### src/rtl/nvac_regs.vh
/*
 * Register map, bit positions and timing counts of the nonvolatile
 * memory access controller. Assumes a 32-bit APB slave, 100 MHz pclk.
 */
`ifndef NVAC_REGS_VH
`define NVAC_REGS_VH

// Byte offsets on APB
`define NVAC_OFS_CTRL     12'h000
`define NVAC_OFS_UNLOCK   12'h004
`define NVAC_OFS_EEPROM_DATA_REG   12'h008
`define NVAC_OFS_EEADDR   12'h00c
`define NVAC_OFS_TBLU     12'h010
`define NVAC_OFS_TBLH     12'h014
`define NVAC_OFS_TBLL     12'h018
`define NVAC_OFS_TBLAT    12'h01c
`define NVAC_OFS_FLAGS2   12'h020
`define NVAC_OFS_ENABLES2 12'h024
`define NVAC_OFS_PRIO2    12'h028
`define NVAC_OFS_STATUS   12'h02c

// Control register bits and the FLAGS2 done bit
`define NVAC_B_SPACE 7
`define NVAC_B_CONFIG_SPACE_SELECT  6
`define NVAC_B_ERASE 4
`define NVAC_B_ABORT 3
`define NVAC_B_WEN   2
`define NVAC_B_WSTRT 1
`define NVAC_B_RSTRT 0
`define NVAC_B_DONE  4

// Unlock keys
`define NVAC_KEY1 8'h55
`define NVAC_KEY2 8'haa

// Reset value and TBLU write mask
`define NVAC_CTRL_RST 8'h00
`define NVAC_TBLU_MASK 8'h3f

// Timing: write time in us and power-up timer in us
`define NVAC_WRITE_US 2000
`define NVAC_PWRT_US  65536
`define NVAC_CLK_MHZ  100

`endif

### src/rtl/nvac_ctrl.v
/*
 * Access control for data EEPROM, program flash and configuration space:
 * control register, unlock port, data EEPROM byte reads and self-timed writes.
 * Assumes an APB master on pclk and an external array model on the
 * memory-side ports that samples mem_wr_pulse and answers mem_rdata.
 */
`default_nettype none

`include "nvac_regs.vh"

module nvac_ctrl #(
  parameter integer WRITE_CYCLES = `NVAC_WRITE_US * `NVAC_CLK_MHZ,
  parameter integer PWRT_CYCLES  = `NVAC_PWRT_US * `NVAC_CLK_MHZ
) (
  // Clock, reset, enable
  input  wire        pclk,
  input  wire        presetn,
  input  wire        clk_en,
  // APB slave
  input  wire        psel,
  input  wire        penable,
  input  wire        pwrite,
  input  wire [11:0] paddr,
  input  wire [31:0] pwdata,
  output reg  [31:0] prdata,
  output wire        pready,
  output wire        pslverr,
  // Reset cause: high for a power-on reset, low for other resets
  input  wire        por_flag,
  // Memory array side
  output reg  [1:0]  mem_space,
  output reg  [7:0]  mem_addr,
  output reg  [21:0] mem_tbl_addr,
  output reg  [7:0]  mem_wdata,
  output reg         mem_erase_pulse,
  output reg         mem_wr_pulse,
  output reg         mem_rd_pulse,
  input  wire [7:0]  mem_rdata,
  // Core stall and done event level
  output wire        core_stall,
  output wire        write_done_flag
);

  localparam [1:0] SP_EEPROM = 2'd0;
  localparam [1:0] SP_FLASH  = 2'd1;
  localparam [1:0] SP_CONFIG = 2'd2;

  localparam [1:0] ST_IDLE  = 2'd0;
  localparam [1:0] ST_ERASE = 2'd1;
  localparam [1:0] ST_PROG  = 2'd2;

  localparam [1:0] UL_NONE = 2'd0;
  localparam [1:0] UL_K1   = 2'd1;
  localparam [1:0] UL_K2   = 2'd2;

  localparam [31:0] HALF_CYC = WRITE_CYCLES / 2;

  // Register write hit: strobe qualified by one decoded offset
  function wr_hit;
    input        w;
    input [11:0] a;
    input [11:0] want;
    begin
      wr_hit = w & (a == want);
    end
  endfunction

  function [1:0] space_of;
    input [7:0] ctrl;
    begin
      if (ctrl[`NVAC_B_CONFIG_SPACE_SELECT])
        space_of = SP_CONFIG;
      else if (ctrl[`NVAC_B_SPACE])
        space_of = SP_FLASH;
      else
        space_of = SP_EEPROM;
    end
  endfunction

  reg [7:0]  ctrl_ff;
  reg [7:0]  eeprom_data_reg_ff;
  reg [7:0]  eeaddr_ff;
  reg [7:0]  tblu_ff;
  reg [7:0]  tblh_ff;
  reg [7:0]  tbll_ff;
  reg [7:0]  tblat_ff;
  reg [7:0]  flags2_ff;
  reg [7:0]  enables2_ff;
  reg [7:0]  prio2_ff;
  reg [1:0]  unlock_ff;
  reg [1:0]  state_ff;
  reg [31:0] timer_ff;
  reg [31:0] pwrt_ff;
  reg        rd_pend_ff;
  reg        erase_row_ff;
  reg        por_seen_ff;
  reg [1:0]  sel_keep_ff;

  wire acc     = psel & penable & clk_en;
  wire wr_acc  = acc & pwrite;
  wire rd_acc  = acc & ~pwrite;
  wire [7:0] wb = pwdata[7:0];
  wire busy    = (state_ff != ST_IDLE);
  wire pwrt_on = (pwrt_ff != 32'd0);
  wire wr_ctrl = wr_acc & (paddr == `NVAC_OFS_CTRL);
  wire wr_unl  = wr_acc & (paddr == `NVAC_OFS_UNLOCK);

  // Start needs enable already set, unlock done, idle and timer over
  wire start_ok = wr_ctrl & wb[`NVAC_B_WSTRT] & ~ctrl_ff[`NVAC_B_WSTRT]
                & ctrl_ff[`NVAC_B_WEN]
                & (unlock_ff == UL_K2)
                & ~busy & ~pwrt_on;
  wire bad_start = wr_ctrl & wb[`NVAC_B_WSTRT] & ~busy & ~start_ok;
  wire rd_ok = wr_ctrl & wb[`NVAC_B_RSTRT] & ~busy
             & ~wb[`NVAC_B_SPACE] & ~wb[`NVAC_B_CONFIG_SPACE_SELECT];
  wire timer_end = busy & (timer_ff == 32'd1);
  wire done_evt  = (state_ff == ST_PROG) & timer_end;

  assign pready  = 1'b1;
  assign pslverr = 1'b0;
  assign write_done_flag = flags2_ff[`NVAC_B_DONE];
  // Core is held while flash or config is being written
  assign core_stall = busy & (mem_space != SP_EEPROM);

  // Read mux: unlock port, and bit 5 of CTRL, FLAGS2, ENABLES2 and PRIO2, read zero
  always @* begin
    prdata = 32'h0000_0000;
    case (paddr)
      `NVAC_OFS_CTRL:     prdata[7:0] = ctrl_ff & 8'hdf;
      `NVAC_OFS_UNLOCK:   prdata[7:0] = 8'h00;
      `NVAC_OFS_EEPROM_DATA_REG:   prdata[7:0] = eeprom_data_reg_ff;
      `NVAC_OFS_EEADDR:   prdata[7:0] = eeaddr_ff;
      `NVAC_OFS_TBLU:     prdata[7:0] = tblu_ff;
      `NVAC_OFS_TBLH:     prdata[7:0] = tblh_ff;
      `NVAC_OFS_TBLL:     prdata[7:0] = tbll_ff;
      `NVAC_OFS_TBLAT:    prdata[7:0] = tblat_ff;
      `NVAC_OFS_FLAGS2:   prdata[7:0] = flags2_ff & 8'hdf;
      `NVAC_OFS_ENABLES2: prdata[7:0] = enables2_ff & 8'hdf;
      `NVAC_OFS_PRIO2:    prdata[7:0] = prio2_ff & 8'hdf;
      `NVAC_OFS_STATUS:   prdata[3:0] = {pwrt_on, core_stall,
                                         rd_pend_ff, busy};
      default:            prdata = 32'h0000_0000;
    endcase
  end

  // Catch reset cause after release
  always @(posedge pclk or negedge presetn) begin
    if (!presetn) begin
      por_seen_ff <= 1'b0;
    end else if (!por_seen_ff) begin
      por_seen_ff <= 1'b1;
    end
  end

  // Copy of the space selection with no reset, so a warm reset
  // cannot lose which space the cut-short write was aimed at
  always @(posedge pclk) begin
    if (presetn && clk_en && por_seen_ff) begin
      sel_keep_ff <= {ctrl_ff[`NVAC_B_SPACE], ctrl_ff[`NVAC_B_CONFIG_SPACE_SELECT]};
    end
  end

  always @(posedge pclk or negedge presetn) begin
    if (!presetn) begin
      // Abort flag and space bits come back after a warm reset at the
      // first edge after release, if clk_en is high then; async reset loads constants only
      ctrl_ff      <= `NVAC_CTRL_RST;
      eeprom_data_reg_ff    <= 8'h00;
      eeaddr_ff    <= 8'h00;
      tblu_ff      <= 8'h00;
      tblh_ff      <= 8'h00;
      tbll_ff      <= 8'h00;
      tblat_ff     <= 8'h00;
      flags2_ff    <= 8'h00;
      enables2_ff  <= 8'h00;
      prio2_ff     <= 8'h00;
      unlock_ff    <= UL_NONE;
      state_ff     <= ST_IDLE;
      timer_ff     <= 32'd0;
      pwrt_ff      <= 32'd0;
      rd_pend_ff   <= 1'b0;
      erase_row_ff <= 1'b0;
      mem_space    <= SP_EEPROM;
      mem_addr     <= 8'h00;
      mem_tbl_addr <= 22'h000000;
      mem_wdata    <= 8'h00;
      mem_erase_pulse <= 1'b0;
      mem_wr_pulse <= 1'b0;
      mem_rd_pulse <= 1'b0;
    end else if (clk_en) begin
      mem_erase_pulse <= 1'b0;
      mem_wr_pulse    <= 1'b0;
      mem_rd_pulse    <= 1'b0;
      if (!por_seen_ff) begin
        // Power-up timer runs only after a power-on reset
        pwrt_ff <= por_flag ? PWRT_CYCLES[31:0] : 32'd0;
        // A warm reset mid-write leaves the abort flag high
        if (!por_flag) begin
          ctrl_ff[`NVAC_B_ABORT] <= 1'b1;
          ctrl_ff[`NVAC_B_SPACE] <= sel_keep_ff[1];
          ctrl_ff[`NVAC_B_CONFIG_SPACE_SELECT]  <= sel_keep_ff[0];
        end
      end else if (pwrt_on) begin
        pwrt_ff <= pwrt_ff - 32'd1;
      end

      // Unlock sequencer: any other write breaks the chain
      if (wr_unl) begin
        if (wb == `NVAC_KEY1)
          unlock_ff <= UL_K1;
        else if (wb == `NVAC_KEY2 && unlock_ff == UL_K1)
          unlock_ff <= UL_K2;
        else
          unlock_ff <= UL_NONE;
      end else if (wr_acc) begin
        unlock_ff <= UL_NONE;
      end

      if (wr_ctrl && !busy) begin
        ctrl_ff[`NVAC_B_SPACE] <= wb[`NVAC_B_SPACE];
        ctrl_ff[`NVAC_B_CONFIG_SPACE_SELECT]  <= wb[`NVAC_B_CONFIG_SPACE_SELECT];
        ctrl_ff[`NVAC_B_ERASE] <= wb[`NVAC_B_ERASE];
        ctrl_ff[`NVAC_B_WEN]   <= wb[`NVAC_B_WEN];
        // Abort flag rises when enable is set
        if (wb[`NVAC_B_WEN] && !ctrl_ff[`NVAC_B_WEN])
          ctrl_ff[`NVAC_B_ABORT] <= 1'b1;
        else if (bad_start)
          ctrl_ff[`NVAC_B_ABORT] <= 1'b1;
        else
          ctrl_ff[`NVAC_B_ABORT] <= wb[`NVAC_B_ABORT];
        if (rd_ok)
          ctrl_ff[`NVAC_B_RSTRT] <= 1'b1;
      end

      // Write start: set-only, chooses erase then program
      if (start_ok) begin
        ctrl_ff[`NVAC_B_WSTRT] <= 1'b1;
        unlock_ff    <= UL_NONE;
        mem_space    <= space_of(wb);
        mem_addr     <= eeaddr_ff;
        mem_tbl_addr <= {tblu_ff[5:0], tblh_ff, tbll_ff};
        mem_wdata    <= eeprom_data_reg_ff;
        erase_row_ff <= wb[`NVAC_B_ERASE] & space_of(wb) == SP_FLASH;
        state_ff     <= ST_ERASE;
        timer_ff     <= HALF_CYC;
        mem_erase_pulse <= 1'b1;
      end else if (timer_end && state_ff == ST_ERASE) begin
        if (erase_row_ff) begin
          // Row erase: no program pulse; one ST_PROG cycle, then done
          state_ff <= ST_PROG;
          timer_ff <= 32'd1;
        end else begin
          state_ff     <= ST_PROG;
          timer_ff     <= WRITE_CYCLES[31:0] - HALF_CYC;
          mem_wr_pulse <= 1'b1;
        end
      end else if (done_evt) begin
        state_ff <= ST_IDLE;
        timer_ff <= 32'd0;
        ctrl_ff[`NVAC_B_WSTRT] <= 1'b0;
        ctrl_ff[`NVAC_B_ABORT] <= 1'b0;
        if (erase_row_ff)
          ctrl_ff[`NVAC_B_ERASE] <= 1'b0;
      end else if (busy) begin
        timer_ff <= timer_ff - 32'd1;
      end

      // One-cycle read; data lands before the next access
      if (rd_ok) begin
        rd_pend_ff   <= 1'b1;
        mem_addr     <= eeaddr_ff;
        mem_space    <= SP_EEPROM;
        mem_rd_pulse <= 1'b1;
      end else if (rd_pend_ff) begin
        rd_pend_ff <= 1'b0;
        eeprom_data_reg_ff  <= mem_rdata;
        ctrl_ff[`NVAC_B_RSTRT] <= 1'b0;
      end else if (wr_acc && paddr == `NVAC_OFS_EEPROM_DATA_REG && !busy) begin
        eeprom_data_reg_ff <= wb;
      end

      if (wr_hit(wr_acc, paddr, `NVAC_OFS_EEADDR) && !busy)
        eeaddr_ff <= wb;
      if (wr_hit(wr_acc, paddr, `NVAC_OFS_TBLU))
        tblu_ff <= wb & `NVAC_TBLU_MASK;
      if (wr_hit(wr_acc, paddr, `NVAC_OFS_TBLH))
        tblh_ff <= wb;
      if (wr_hit(wr_acc, paddr, `NVAC_OFS_TBLL))
        tbll_ff <= wb;
      if (wr_hit(wr_acc, paddr, `NVAC_OFS_TBLAT))
        tblat_ff <= wb;
      if (wr_hit(wr_acc, paddr, `NVAC_OFS_ENABLES2))
        enables2_ff <= wb;
      if (wr_hit(wr_acc, paddr, `NVAC_OFS_PRIO2))
        prio2_ff <= wb;
      // Done flag: hardware set wins over a software clear
      if (wr_hit(wr_acc, paddr, `NVAC_OFS_FLAGS2))
        flags2_ff <= wb;
      if (done_evt)
        flags2_ff[`NVAC_B_DONE] <= 1'b1;
    end
  end

endmodule // nvac_ctrl

`default_nettype wire

### config.mk
export PLATFORM = sky130hd
export DESIGN_NAME = nvac_ctrl
export DESIGN_NICKNAME = d
export VERILOG_FILES = /design/src/rtl/nvac_ctrl.v
export VERILOG_INCLUDE_DIRS = /design/src /design/src/rtl
export SDC_FILE = /design/constraint.sdc
export NUM_CORES = 1
export LEC_CHECK = 0
export BUFFER_PORTS_ARGS = -buffer_cell sky130_fd_sc_hd__buf_2
export CORE_MARGIN = 2
export CORE_UTILIZATION = 57
export CTS_CLUSTER_SIZE = 40
export DETAILED_ROUTE_END_ITERATION = 16
export PLACE_DENSITY = 0.8
export SLEW_MARGIN = 20
export SYNTH_ARGS = -nofsm -noshare
export SYNTH_HDL_FRONTEND = slang
export SYNTH_SLANG_ARGS = --single-unit
export TNS_END_PERCENT = 10
### constraint.sdc
create_clock -name pclk -period 3.5 [get_ports pclk]
set_input_delay 0 -clock pclk [delete_from_list [all_inputs] [get_ports pclk]]
set_output_delay 0 -clock pclk [all_outputs]
set_load 0.05 [all_outputs]
==> results of run 1 <==
per-stage QoR:
stage          total power, mW  hold WS, ns  setup slack, ns  instances
2_1_floorplan             3.03       -0.296            0.619        885
3_3_place_gp              3.25        0.158            0.436       1156
3_5_place_dp              3.28        0.160            0.347       1156
4_1_cts                   5.34      0.00840            0.295       1204
5_1_grt                   5.56       0.0206            0.113       1204
6_report                  5.34       0.0219            0.241       1204
layout make-up:
cell class,instances,area [sq um],share of cell area [%]
sequential,189,4740,43.9
multi-input combinational,619,4270,39.6
timing repair buffer,133,830,7.69
clock buffer,17,425,3.94
tap,216,270,2.50
clock inverter,15,198,1.83
inverter,15,56.3,0.522
state kept, by name (all words and copies together) (netlist names), 6 cells and up:
signal	cells
mem_wdata	8
flags2_ff	7
tblh_ff	8
tblu_ff	6
eeaddr_ff	8
pwrt_ff	32
ctrl_ff	7
mem_addr	8
mem_tbl_addr	22
enables2_ff	7
tbll_ff	8
tblat_ff	8
eeprom_data_reg_ff	8
prio2_ff	7
timer_ff	32
metal layers:
layer | share of wire (%) | wire (microns) | track usage (%) | up-vias
met5 | 0.056 | 13 | 0 | -
met4 | 2.4 | 549 | 9.42 | 2
met3 | 8.8 | 2060 | 7.61 | 65
met2 | 46 | 10800 | 41.5 | 333
met1 | 42 | 9890 | 39.0 | 3606
li1 | - | - | - | 3290
placed cells by master (no fill, tap or decap), drive strengths merged, types with 5 or more instances in the layout:
| master | netlist | routed |
|---|---|---|
| dfrtp | 187 | 187 |
| buf | 36 | 116 |
| mux2 | 100 | 100 |
| nor2 | 85 | 85 |
| nand2 | 65 | 65 |
| o21ai | 53 | 53 |
| nor3 | 28 | 28 |
| conb | 2 | 27 |
| a21oi | 26 | 26 |
| xnor2 | 25 | 25 |
| inv | 15 | 23 |
| mux2i | 18 | 18 |
| clkbuf | 26 | 18 |
| or3 | 17 | 17 |
| nor4 | 17 | 17 |
| or4 | 17 | 17 |
| nand3 | 16 | 16 |
| dlygate4sd3 | 0 | 16 |
| xor2 | 15 | 15 |
| nand4 | 10 | 10 |
| a22oi | 8 | 8 |
| or2 | 7 | 7 |
| o22a | 6 | 6 |
| a31oi | 5 | 5 |
| o22ai | 5 | 5 |
| a222oi | 5 | 5 |
worst max-delay path, cell delays in order (launching register included):
cell,delay (ns)
sky130_fd_sc_hd__dfrtp_1,0.45
sky130_fd_sc_hd__or4_1,0.63
sky130_fd_sc_hd__or4_1,0.53
sky130_fd_sc_hd__nor4b_2,0.50
sky130_fd_sc_hd__a21oi_2,0.23
sky130_fd_sc_hd__or4_1,0.54
sky130_fd_sc_hd__xor2_1,0.17
sky130_fd_sc_hd__nor2_1,0.06
synth_stat cells (3+ instances only):
library cell,n
sky130_fd_sc_hd__mux2_2,92
sky130_fd_sc_hd__xnor2_1,25
sky130_fd_sc_hd__a22o_1,3
sky130_fd_sc_hd__nor2b_1,3
sky130_fd_sc_hd__o22a_1,6
sky130_fd_sc_hd__and3_1,3
sky130_fd_sc_hd__mux2i_1,18
sky130_fd_sc_hd__or4_4,3
sky130_fd_sc_hd__nor2_1,85
sky130_fd_sc_hd__nand2b_1,3
sky130_fd_sc_hd__a221oi_1,4
sky130_fd_sc_hd__inv_1,15
sky130_fd_sc_hd__clkbuf_1,26
sky130_fd_sc_hd__buf_4,26
sky130_fd_sc_hd__nand4_1,10
sky130_fd_sc_hd__or2_2,6
sky130_fd_sc_hd__a21oi_1,25
sky130_fd_sc_hd__nand3_1,16
sky130_fd_sc_hd__or4_1,14
sky130_fd_sc_hd__nor4_1,15
sky130_fd_sc_hd__o31ai_1,3
sky130_fd_sc_hd__o22ai_1,5
sky130_fd_sc_hd__xor2_1,15
sky130_fd_sc_hd__or3_1,16
sky130_fd_sc_hd__nand2_1,65
sky130_fd_sc_hd__buf_2,7
sky130_fd_sc_hd__nand3b_1,3
sky130_fd_sc_hd__o41ai_1,3
sky130_fd_sc_hd__dfrtp_1,187
sky130_fd_sc_hd__nor3b_1,3
sky130_fd_sc_hd__a222oi_1,5
sky130_fd_sc_hd__a22oi_1,8
sky130_fd_sc_hd__nor3_1,28
sky130_fd_sc_hd__ha_1,3
sky130_fd_sc_hd__nor4bb_1,4
sky130_fd_sc_hd__mux2_4,8
sky130_fd_sc_hd__nand4b_1,3
sky130_fd_sc_hd__a31oi_1,5
sky130_fd_sc_hd__o21ai_0,52
path summary, 6_finish.rpt:
path                             startpoint          endpoint  slack (ns)  cells after the start
min                               pwdata[0]        tbll_ff[0]        0.02                      2
max                             pwrt_ff[18]      timer_ff[19]        0.24                      7
min reg2reg                mem_tbl_addr[21]  mem_tbl_addr[21]        0.50                      1
min in group asynchronous           presetn      timer_ff[22]        0.21                      2
max reg2reg                     pwrt_ff[18]      timer_ff[19]        0.24                      7
max in group asynchronous           presetn    enables2_ff[7]        2.14                      3
cell families after synthesis:
logic type,after synthesis,synth area share [%]
compound gates,134,9.28
xor+xnor,40,3.76
fa+ha+maj,4,0.510
buf+inv,77,4.40
flops,189,50.8
mux,119,14.6
other cells,2,0.0805
simple gates,295,16.6
power by group:
group,total [mW],internal (mW),switching (mW),leakage (nW)
Combinational,0.819,0.314,0.505,2.36
Sequential,2.45,2.31,0.139,2.56
Clock,2.07,1.15,0.925,0.300
==> metrics list, run 1 <==
- The run finished with clean final reports.
- Once layout is complete, the utilization of the core stands at 67.7%.
- Initial antenna violation count: 2
* Fraction of layout cells with a size suffix above 1: 27.5%
* Async set-or-reset flop fraction in the synthesized netlist: 98.9%
* Highest Clock Rate: around 310 MHz
- Cell area after layout: 10,800 sq um
- The final-report hold violation count came to 0.
* Count of H-tree levels built during CTS: 4
* Global-route wire length before repair: between 30 and 40 mm
- The clock passes through at most 2 buffers.
* Count of unique library cells instantiated by Yosys: 71
- Clock-pin slew was measured on the worst setup and hold paths at 0.08 ns.
- N_diodes: 0
- Critical Path End Type: flip-flop
- Seq/Total Area, Yosys: 50.8%
- Once the floorplan was initialized, standard cells occupied 58.5% of the core.
- Layout area overhead: 15.7%
- Routability-driven placement finished with a final weighted congestion of a little under 0.9.
* Data required time of the worst path: 3.79 ns
- Half-perimeter wire length of the detailed placement result: 15.4 mm
- The most used flip-flop cell after synthesis is sky130_fd_sc_hd__dfrtp_1.
- The via count of the first global-routing pass was 7,040.
- Placeable Area: 15,900 sq um
* Global route overflow: 0
- Count of routing violations after the opening detailed-route iteration: approximately 840
- Number of max-cap violations: 0
- Pwr/cell area: 495 nW/um^2
* Maximum fanout count along the critical path: 8
* Total of fill cells in the finished design: 1,170
* Final layout net count: 1,037
* Standard cell area after detailed placement: 10,000 sq um
- Detailed-route vias per instance: between 6 and 7
- The biggest area contributor in the post-synthesis netlist is sky130_fd_sc_hd__dfrtp_1.
- The detail route stage leaves a number of antenna-violating nets equal to 0.
- Leakage power of the design: 5.21 nW
- Pin count of the biggest net entering global routing: 108
- Num Clock Sinks: 189
* Hold WC Path Type: input port to flip-flop
- Count of synthesis-stage warnings from yosys: 0
- DIE WIDTH: 132 microns
- At the pin with the least slew margin, the transition time is 1.03 ns.
- Setup repair after global routing left no endpoint under its margin.
- The worst pin sits at a relative slew slack of 31.6%.
- During I/O placement, the number of pins put on the boundary was 138.
- Average size of a mapped cell: approximately 11 sq um
* Maximum vdd drop: 0.488 mV
- Clock Tree Root: sky130_fd_sc_hd__clkbuf_16
* Post-cts sizing count: 0
- Share of the clock period used by the worst path after layout: 93.1%
- Netlist area before placement: 9330 sq um
- Yosys reg bits: approximately 190
- Setup repair bufs after CTS: 0
- Summed over all failing endpoints, the final setup total negative slack is 0 ns.
- Startpoint type of the worst setup path: flip-flop
- Wires add up to 23.3 mm.
* Final setup violation count: 0
* Critical Setup Path Class: flip-flop to flip-flop
* Hold bufs inserted after CTS: 16
* Number of enable flip-flop cells after synthesis: 2
- Summing over every cut layer, the via total after detailed routing is 7,296.
- For the finished layout, the period the worst path requires is roughly 3.3 ns.
* Number of buffers added by the clock tree synthesis step: 17
- Chip Height: 132 microns
* Top cell type's share of synthesized area: ~50%
- On the final layout, the worst clock skew is 0.0167 ns.
- IO Port Bufs: a little under 90
- DRC: 0
* Clock tree from TritonCTS: yes
- Cell row count: 46
- Counting every instance in the synthesized netlist gives 860.
- Critical path data arrival time: roughly 3.6 ns
- Wire per inst: 19.4 microns
* Total GRT Usage: 27.6%
* Source-to-sink clock delay at the later pin of the worst-skew pair: about 0.45 ns
- Max-slew violations: 0
- By area the synthesized netlist is led by sky130_fd_sc_hd__dfrtp_1, sky130_fd_sc_hd__mux2_2, sky130_fd_sc_hd__nor2_1, sky130_fd_sc_hd__o21ai_0, sky130_fd_sc_hd__nand2_1.
- The die covers 17,400 sq um.
* Initial DRT Pass Iterations: 6
Power figures use the tool's default switching activity.
==> inputs of run 2 (changes only) <==
CORE_ASPECT_RATIO = 1.5   (was default)
==> metrics list, run 2 (synthesized netlist as in run 1, its figures left out) <==
- Layout area overhead: 15.8% (about the same)
- The total routed wirelength came to 23.0 mm (-1.6%).
* Final setup violation count: 0 (unchanged)
- DRC: 0 (unchanged)
* Initial antenna violation count: 0 (-2)
* Number of global-route vias before repair: 7,063 (+0.33%)
- Pwr/cell area: 491 nW/um^2 (-0.78%)
* Area taken by flip-flops and latches: 4740 sq um (unchanged)
* Global-route wire length before repair: 37.3 mm (-1.5%)
- The number of buffers on the longest clock path came to 2 (unchanged).
- Tightest Pin Transition: 1.04 ns (+0.0141 ns)
- Source-to-sink clock delay at the later pin of the worst-skew pair: 0.45 ns (about the same)
- The worst voltage drop across the vdd grid is 0.382 mV (-22%).
- The final-report hold violation count was 0 (unchanged).
- Number of buffers added by the clock tree synthesis step: 17 (unchanged)
- Maximum fanout count along the critical path: 25 (+17)
- The total placed cells including tap cells came to 1,145 (-0.95%).
- The via count normalized by instance count is 6.15 (+1.5%).
* Run status: finished, final reports clean
* Most common library cell in the layout ignoring fill and taps: sky130_fd_sc_hd__dfrtp_1
* Count of H-tree levels built during CTS: 4 (unchanged)
- IO Count: 138 (unchanged)
- Total GRT Usage: 27.8% (+0.16 points)
* Total of fill cells in the finished design: 1,222 (+4.4%)
- Critical Path End Type: flip-flop
- The final net count was 1,035 (-0.19%).
* Clock Tree Root: sky130_fd_sc_hd__clkbuf_16
* N_diodes: 0 (unchanged)
- The number of nets with antenna violations after detailed routing is 0 (unchanged).
- The starting density of the core came to 57.9% (-0.64 points).
- Num Clock Sinks: 189 (unchanged)
* Critical Setup Path Class: flip-flop to flip-flop
- Area of the die: 17,400 sq um (+0.12%)
- DIE WIDTH: 108 microns (-18%)
* Data required time of the worst path: 3.78 ns (about the same)
- The maximum number of pins on one net before global-route repair was 110 (+1.9%).
- Number of max-cap violations: 0 (unchanged)
* Time the worst path needs with I/O delays and setup: 3.19 ns (-0.0692 ns)
* IO Port Bufs: 87 (unchanged)
- The setup total negative slack came to 0 ns (unchanged).
- The share of the clock period used by the worst path came to 91.1% (-2.0 points).
- The total via count after detailed routing was 7,332 (+0.49%).
- Cell row count: 57 (+24%)
- Hold WC Path Type: input port to flip-flop
* Routability-driven placement congestion ratio: 0.910 (+1.9%)
- Highest-count cells in the layout ignoring fill and taps: sky130_fd_sc_hd__dfrtp_1, sky130_fd_sc_hd__mux2_2, sky130_fd_sc_hd__buf_2, sky130_fd_sc_hd__nor2_1, sky130_fd_sc_hd__nand2_1
- The clock transition at the register clock pins on the worst setup and hold paths after CTS is 0.07 ns (about the same).
- The area of the core is 16,100 sq um (+1.1%).
- Leakage power of the design: 5.22 nW (+0.15%)
- STA classifies the critical path startpoint as a flip-flop.
- Highest Clock Rate: 313 MHz (+2.2%)
* Initial DRT Pass Iterations: 6 (unchanged)
* Design Power: 5.31 mW (-0.71%)
- The iteration-0 DRC count of the detailed router came to 672 (-20%).
- The final-report max-slew violation count came to 0 (unchanged).
* Critical path data arrival time: 3.47 ns (-0.08 ns)
* Chip Height: 161 microns (+22%)
* Clock tree from TritonCTS: yes
* Fraction of layout cells with a size suffix above 1: 27.5% (-0.046 points)
- The placed wire-length estimate after detailed placement was 15.6 mm (+1.6%).
- The remaining max-slew budget at the tightest pin came to 30.7% (-0.94 points).
* Global route overflow: 0 (unchanged)
- Setup repair after global routing left no endpoint under its margin.
* Largest regs: pwrt_ff: 32 flops, timer_ff: 32 flops, mem_tbl_addr: 22 flops
- The area of the multi-input gates came to 4270 sq um (unchanged).
- The average wire per cell in the routed design came to 19.3 microns (-0.60%).
* Final Core Density: 67.0% (-0.69 points)
- The number of cells in the finished layout apart from fillers was 1,192 (-1.0%).
- The final worst clock skew was 0.0108 ns (-0.00596 ns).
run 2: timing repair:
action	4_1_cts	5_1_grt
buffers inserted	0	0
hold buffers	15	0
gates resized for setup	0	0
hold endpoints to repair	98	0
run 2: cell type report:
class                           count  share of cell area [%]
Clock buffer                       17                    3.94
Clock inverter                     15                    2.06
Inverter                           15                   0.521
Multi-Input combinational cell    619                    39.6
Sequential cell                   189                    43.9
Tap cell                          206                    2.39
Timing Repair Buffer              131                    7.64
run 2: path summary, 6_finish.rpt:
path	startpoint	endpoint	slack [ns]	cells after the start
setup reg to reg	pwrt_ff[13]	timer_ff[29]	0.31	6
min in group asynchronous	presetn	timer_ff[11]	0.14	2
hold / removal	pwdata[0]	eeprom_data_reg_ff[0]	0.04	3
setup / recovery	pwrt_ff[13]	timer_ff[29]	0.31	6
hold reg to reg	mem_wdata[5]	mem_wdata[5]	0.50	1
max in group asynchronous	presetn	prio2_ff[7]	2.39	3
run 2: routing by layer:
metal	track usage (%)	share of wire (%)	routed length [microns]	vias to the layer above
met1	36.9	40	9080	3643
met5	0	0	0	-
met4	11.9	3.9	886	0
li1	-	-	-	3274
met3	5.28	6.6	1520	72
met2	44.4	50	11500	343
run 2: worst max-delay path: stages (launching register included):
cell	delay (ns)
sky130_fd_sc_hd__dfrtp_1	0.43
sky130_fd_sc_hd__or4_1	0.58
sky130_fd_sc_hd__or3_1	0.51
sky130_fd_sc_hd__nand4b_1	0.34
sky130_fd_sc_hd__or4b_1	0.61
sky130_fd_sc_hd__o21ai_2	0.42
sky130_fd_sc_hd__nor2_1	0.13
run 2: power by group:
part | switching, mW | internal [mW] | total [mW] | leakage, nW
combinational | 0.493 | 0.294 | 0.787 | 2.35
sequential | 0.134 | 2.31 | 2.45 | 2.56
clock | 0.966 | 1.11 | 2.07 | 0.311
total | 1.59 | 3.71 | 5.31 | 5.22
run 2: stage by stage:
stage	hold slack, ns	instance area, sq um	worst slack [ns]
finish	0.0368	10800	0.310
global route	0.0511	10800	0.174
CTS	0.0201	10800	0.280
detailed placement	0.0748	10000	0.286
global placement	0.0745	10000	0.401
floorplan	-0.296	9420	0.619
==> inputs of run 3 (changes only) <==
REMOVE_ABC_BUFFERS = 1   (was default)
==> metrics list, run 3 (synthesized netlist as in run 1, its figures left out) <==
* Global-route wire length before repair: 36.3 mm (-2.8%)
- Design Power: 5.14 mW (-3.1%)
* Max transition margin: 30.6% (-0.15 points)
- Data required time of the worst path: 3.79 ns (about the same)
- The top cell types in the final layout, fill and taps aside, are sky130_fd_sc_hd__dfrtp_1, sky130_fd_sc_hd__mux2_2, sky130_fd_sc_hd__buf_2, sky130_fd_sc_hd__nor2_1, sky130_fd_sc_hd__nand2_1.
- Number of max-cap violations: 0 (unchanged)
- The final net count came to 1,034 (-0.097%).
- Detailed-route vias per instance: 6.06 (-1.5%)
* Maximum fanout count along the critical path: 16 (-36%)
* Source-to-sink clock delay at the later pin of the worst-skew pair: 0.44 ns (about the same)
- Flop-to-flop setup slack: 0.37 ns (+0.06 ns)
- Area used by multi-input combinational logic: 4270 sq um (unchanged)
- The number of filler instances in the final layout is 1,230 (+0.65%).
- Half-perimeter wire length of the detailed placement result: 15.6 mm (-0.38%)
* N_diodes: 0 (unchanged)
- The final setup violation count is 0 (unchanged).
- IO Count: 138 (unchanged)
* Pin count of the biggest net entering global routing: 98 (-11%)
- The via count of the first global-routing pass was 7,017 (-0.65%).
* Fraction of layout cells with a size suffix above 1: 27.4% (-0.074 points)
- Chip Height: 161 microns (unchanged)
- Compared with the post-synthesis result, the final layout area differs by 14.9%.
- Antenna violation net count after detailed routing: 0 (unchanged)
* Placeable Area: 16,100 sq um (unchanged)
* Inst Count DP: 1,144 (-0.087%)
* Initial Utilization: 57.9% (unchanged)
- The number of sinks on the clock net came to 189 (unchanged).
- The flow ran to the end, and the final reports show no timing, DRC or antenna violations.
- The largest registers in the layout are pwrt_ff: 32 flops, timer_ff: 32 flops, mem_tbl_addr: 22 flops.
* Setup repair bufs after CTS: 0 (unchanged)
- The initial antenna violation count was 0 (unchanged).
* Share of the clock period used by the worst path after layout: 89.5% (-1.6 points)
- Tightest Pin Transition: 1.04 ns (+0.00236 ns)
- The number of buffer cells added on primary ports is 87 (unchanged).
- TritonCTS built the clock tree.
* Hold WC Path Type: input port to flip-flop
- The worst setup path is of the flip-flop to flip-flop kind.
- Critical path data arrival time: 3.43 ns (-0.04 ns)
- Number of buffers added by the clock tree synthesis step: 17 (unchanged)
* DIE WIDTH: 108 microns (unchanged)
- Routed wire length: 22.8 mm (-0.56%)
- Post-route insts no fill: 1,191 (-0.084%)
* Maximum vdd drop: 0.390 mV (+2.2%)
- The clock transition at the register clock pins on the worst setup and hold paths after CTS is 0.08 ns (about the same).
* DRC: 0 (unchanged)
* Pwr/cell area: 480 nW/um^2 (-2.4%)
- Wire per inst: 19.2 microns (-0.48%)
- The worst setup path is captured at a flip-flop.
- Startpoint type of the worst setup path: flip-flop
- The global placement routability congestion is 0.899 (-1.2%).
- Setup repair after global routing left no endpoint under its margin.
* Area taken by flip-flops and latches: 4740 sq um (unchanged)
- The iteration-0 DRC count of the detailed router came to 565 (-16%).
- Initial DRT Pass Iterations: 7 (+1)
- The tree is rooted in a sky130_fd_sc_hd__clkbuf_16.
- Max-slew violations: 0 (unchanged)
- Most common library cell in the layout ignoring fill and taps: sky130_fd_sc_hd__dfrtp_1
- Global route overflow: 0 (unchanged)
- Leakage power of the design: 5.18 nW (-0.82%)
* Hold Vio Cnt, Final: 0 (unchanged)
- The worst hold margin was 0.0186 ns (-0.0182 ns).
- The row count was 57 (unchanged).
* Number of vias in the routed layout: 7,214 (-1.6%)
- Time the worst path needs with I/O delays and setup: 3.13 ns (-0.0569 ns)
- The full die area came to 17,400 sq um (unchanged).
- Count of H-tree levels built during CTS: 4 (unchanged)
- The final worst clock skew came to 0.0104 ns (-0.000401 ns).
- Total GRT Usage: 27.0% (-0.75 points)
- Final setup TNS: 0 ns (unchanged)
- The number of buffers on the longest clock path is 2 (unchanged).
* Highest Clock Rate: 319 MHz (+1.8%)
run 3: cell count changes in the layout (fill, tap and decap cells not counted), sizes merged:
cell,change
clkinv,-4
inv,+4
bufinv,-2
clkinvlp,+2
buf,-1
run 3: per-stage QoR:
| step | area (sq um) | setup slack (ns) | util [%] |
|---|---|---|---|
| floorplan | 9070 | 0.206 | - |
| global placement | 9990 | 0.482 | 62.0 |
| detailed placement | 9990 | 0.379 | 62.0 |
| CTS | 10700 | 0.367 | 66.5 |
| global route | 10700 | 0.186 | 66.5 |
| finish | 10700 | 0.367 | 66.5 |
run 3: repair_timing:
action / in CTS / in global routing
resized for setup: 0 / 0
hold buffers: 15 / 0
endpoints found under the hold margin: 108 / 0
run 3: where the power goes:
group          switching (mW)  internal, mW  total (mW)
sequential              0.137          2.31        2.45
clock                   0.926         0.949        1.88
combinational           0.507         0.309       0.816
run 3: cell type report:
class | instances | share of cell area (%)
clock buffers | 17 | 3.97
clock inverters | 15 | 1.37
inverters | 15 | 0.526
multi-input cells | 619 | 39.9
flip-flops and latches | 189 | 44.2
well taps | 206 | 2.41
repair buffers | 130 | 7.63
run 3: worst paths after layout:
| check | depth (start not counted) | to | startpoint |
|---|---|---|---|
| worst max-delay path | 6 | eeprom_data_reg_ff[1] | state_ff[1] |
| worst min-delay path | 3 | ctrl_ff[3] | pwdata[1] |
| worst max register to register | 6 | eeprom_data_reg_ff[1] | state_ff[1] |
| worst min register to register | 1 | mem_wdata[7] | mem_wdata[7] |
| max in group asynchronous | 3 | mem_tbl_addr[18] | presetn |
| min in group asynchronous | 2 | timer_ff[12] | presetn |
run 3: critical path: stages (launching register included):
cell	delay, ns
sky130_fd_sc_hd__dfrtp_1	0.47
sky130_fd_sc_hd__or2_4	0.31
sky130_fd_sc_hd__or4_1	0.57
sky130_fd_sc_hd__or3_4	0.39
sky130_fd_sc_hd__or4b_4	0.52
sky130_fd_sc_hd__nand3_1	0.50
sky130_fd_sc_hd__o21ai_0	0.22
run 3: routing by layer:
| metal | routed length (microns) | track usage [%] |
|---|---|---|
| met5 | 0 | 0 |
| met3 | 1330 | 5.52 |
| met4 | 842 | 12.6 |
| met1 | 9020 | 33.6 |
| met2 | 11600 | 44.9 |
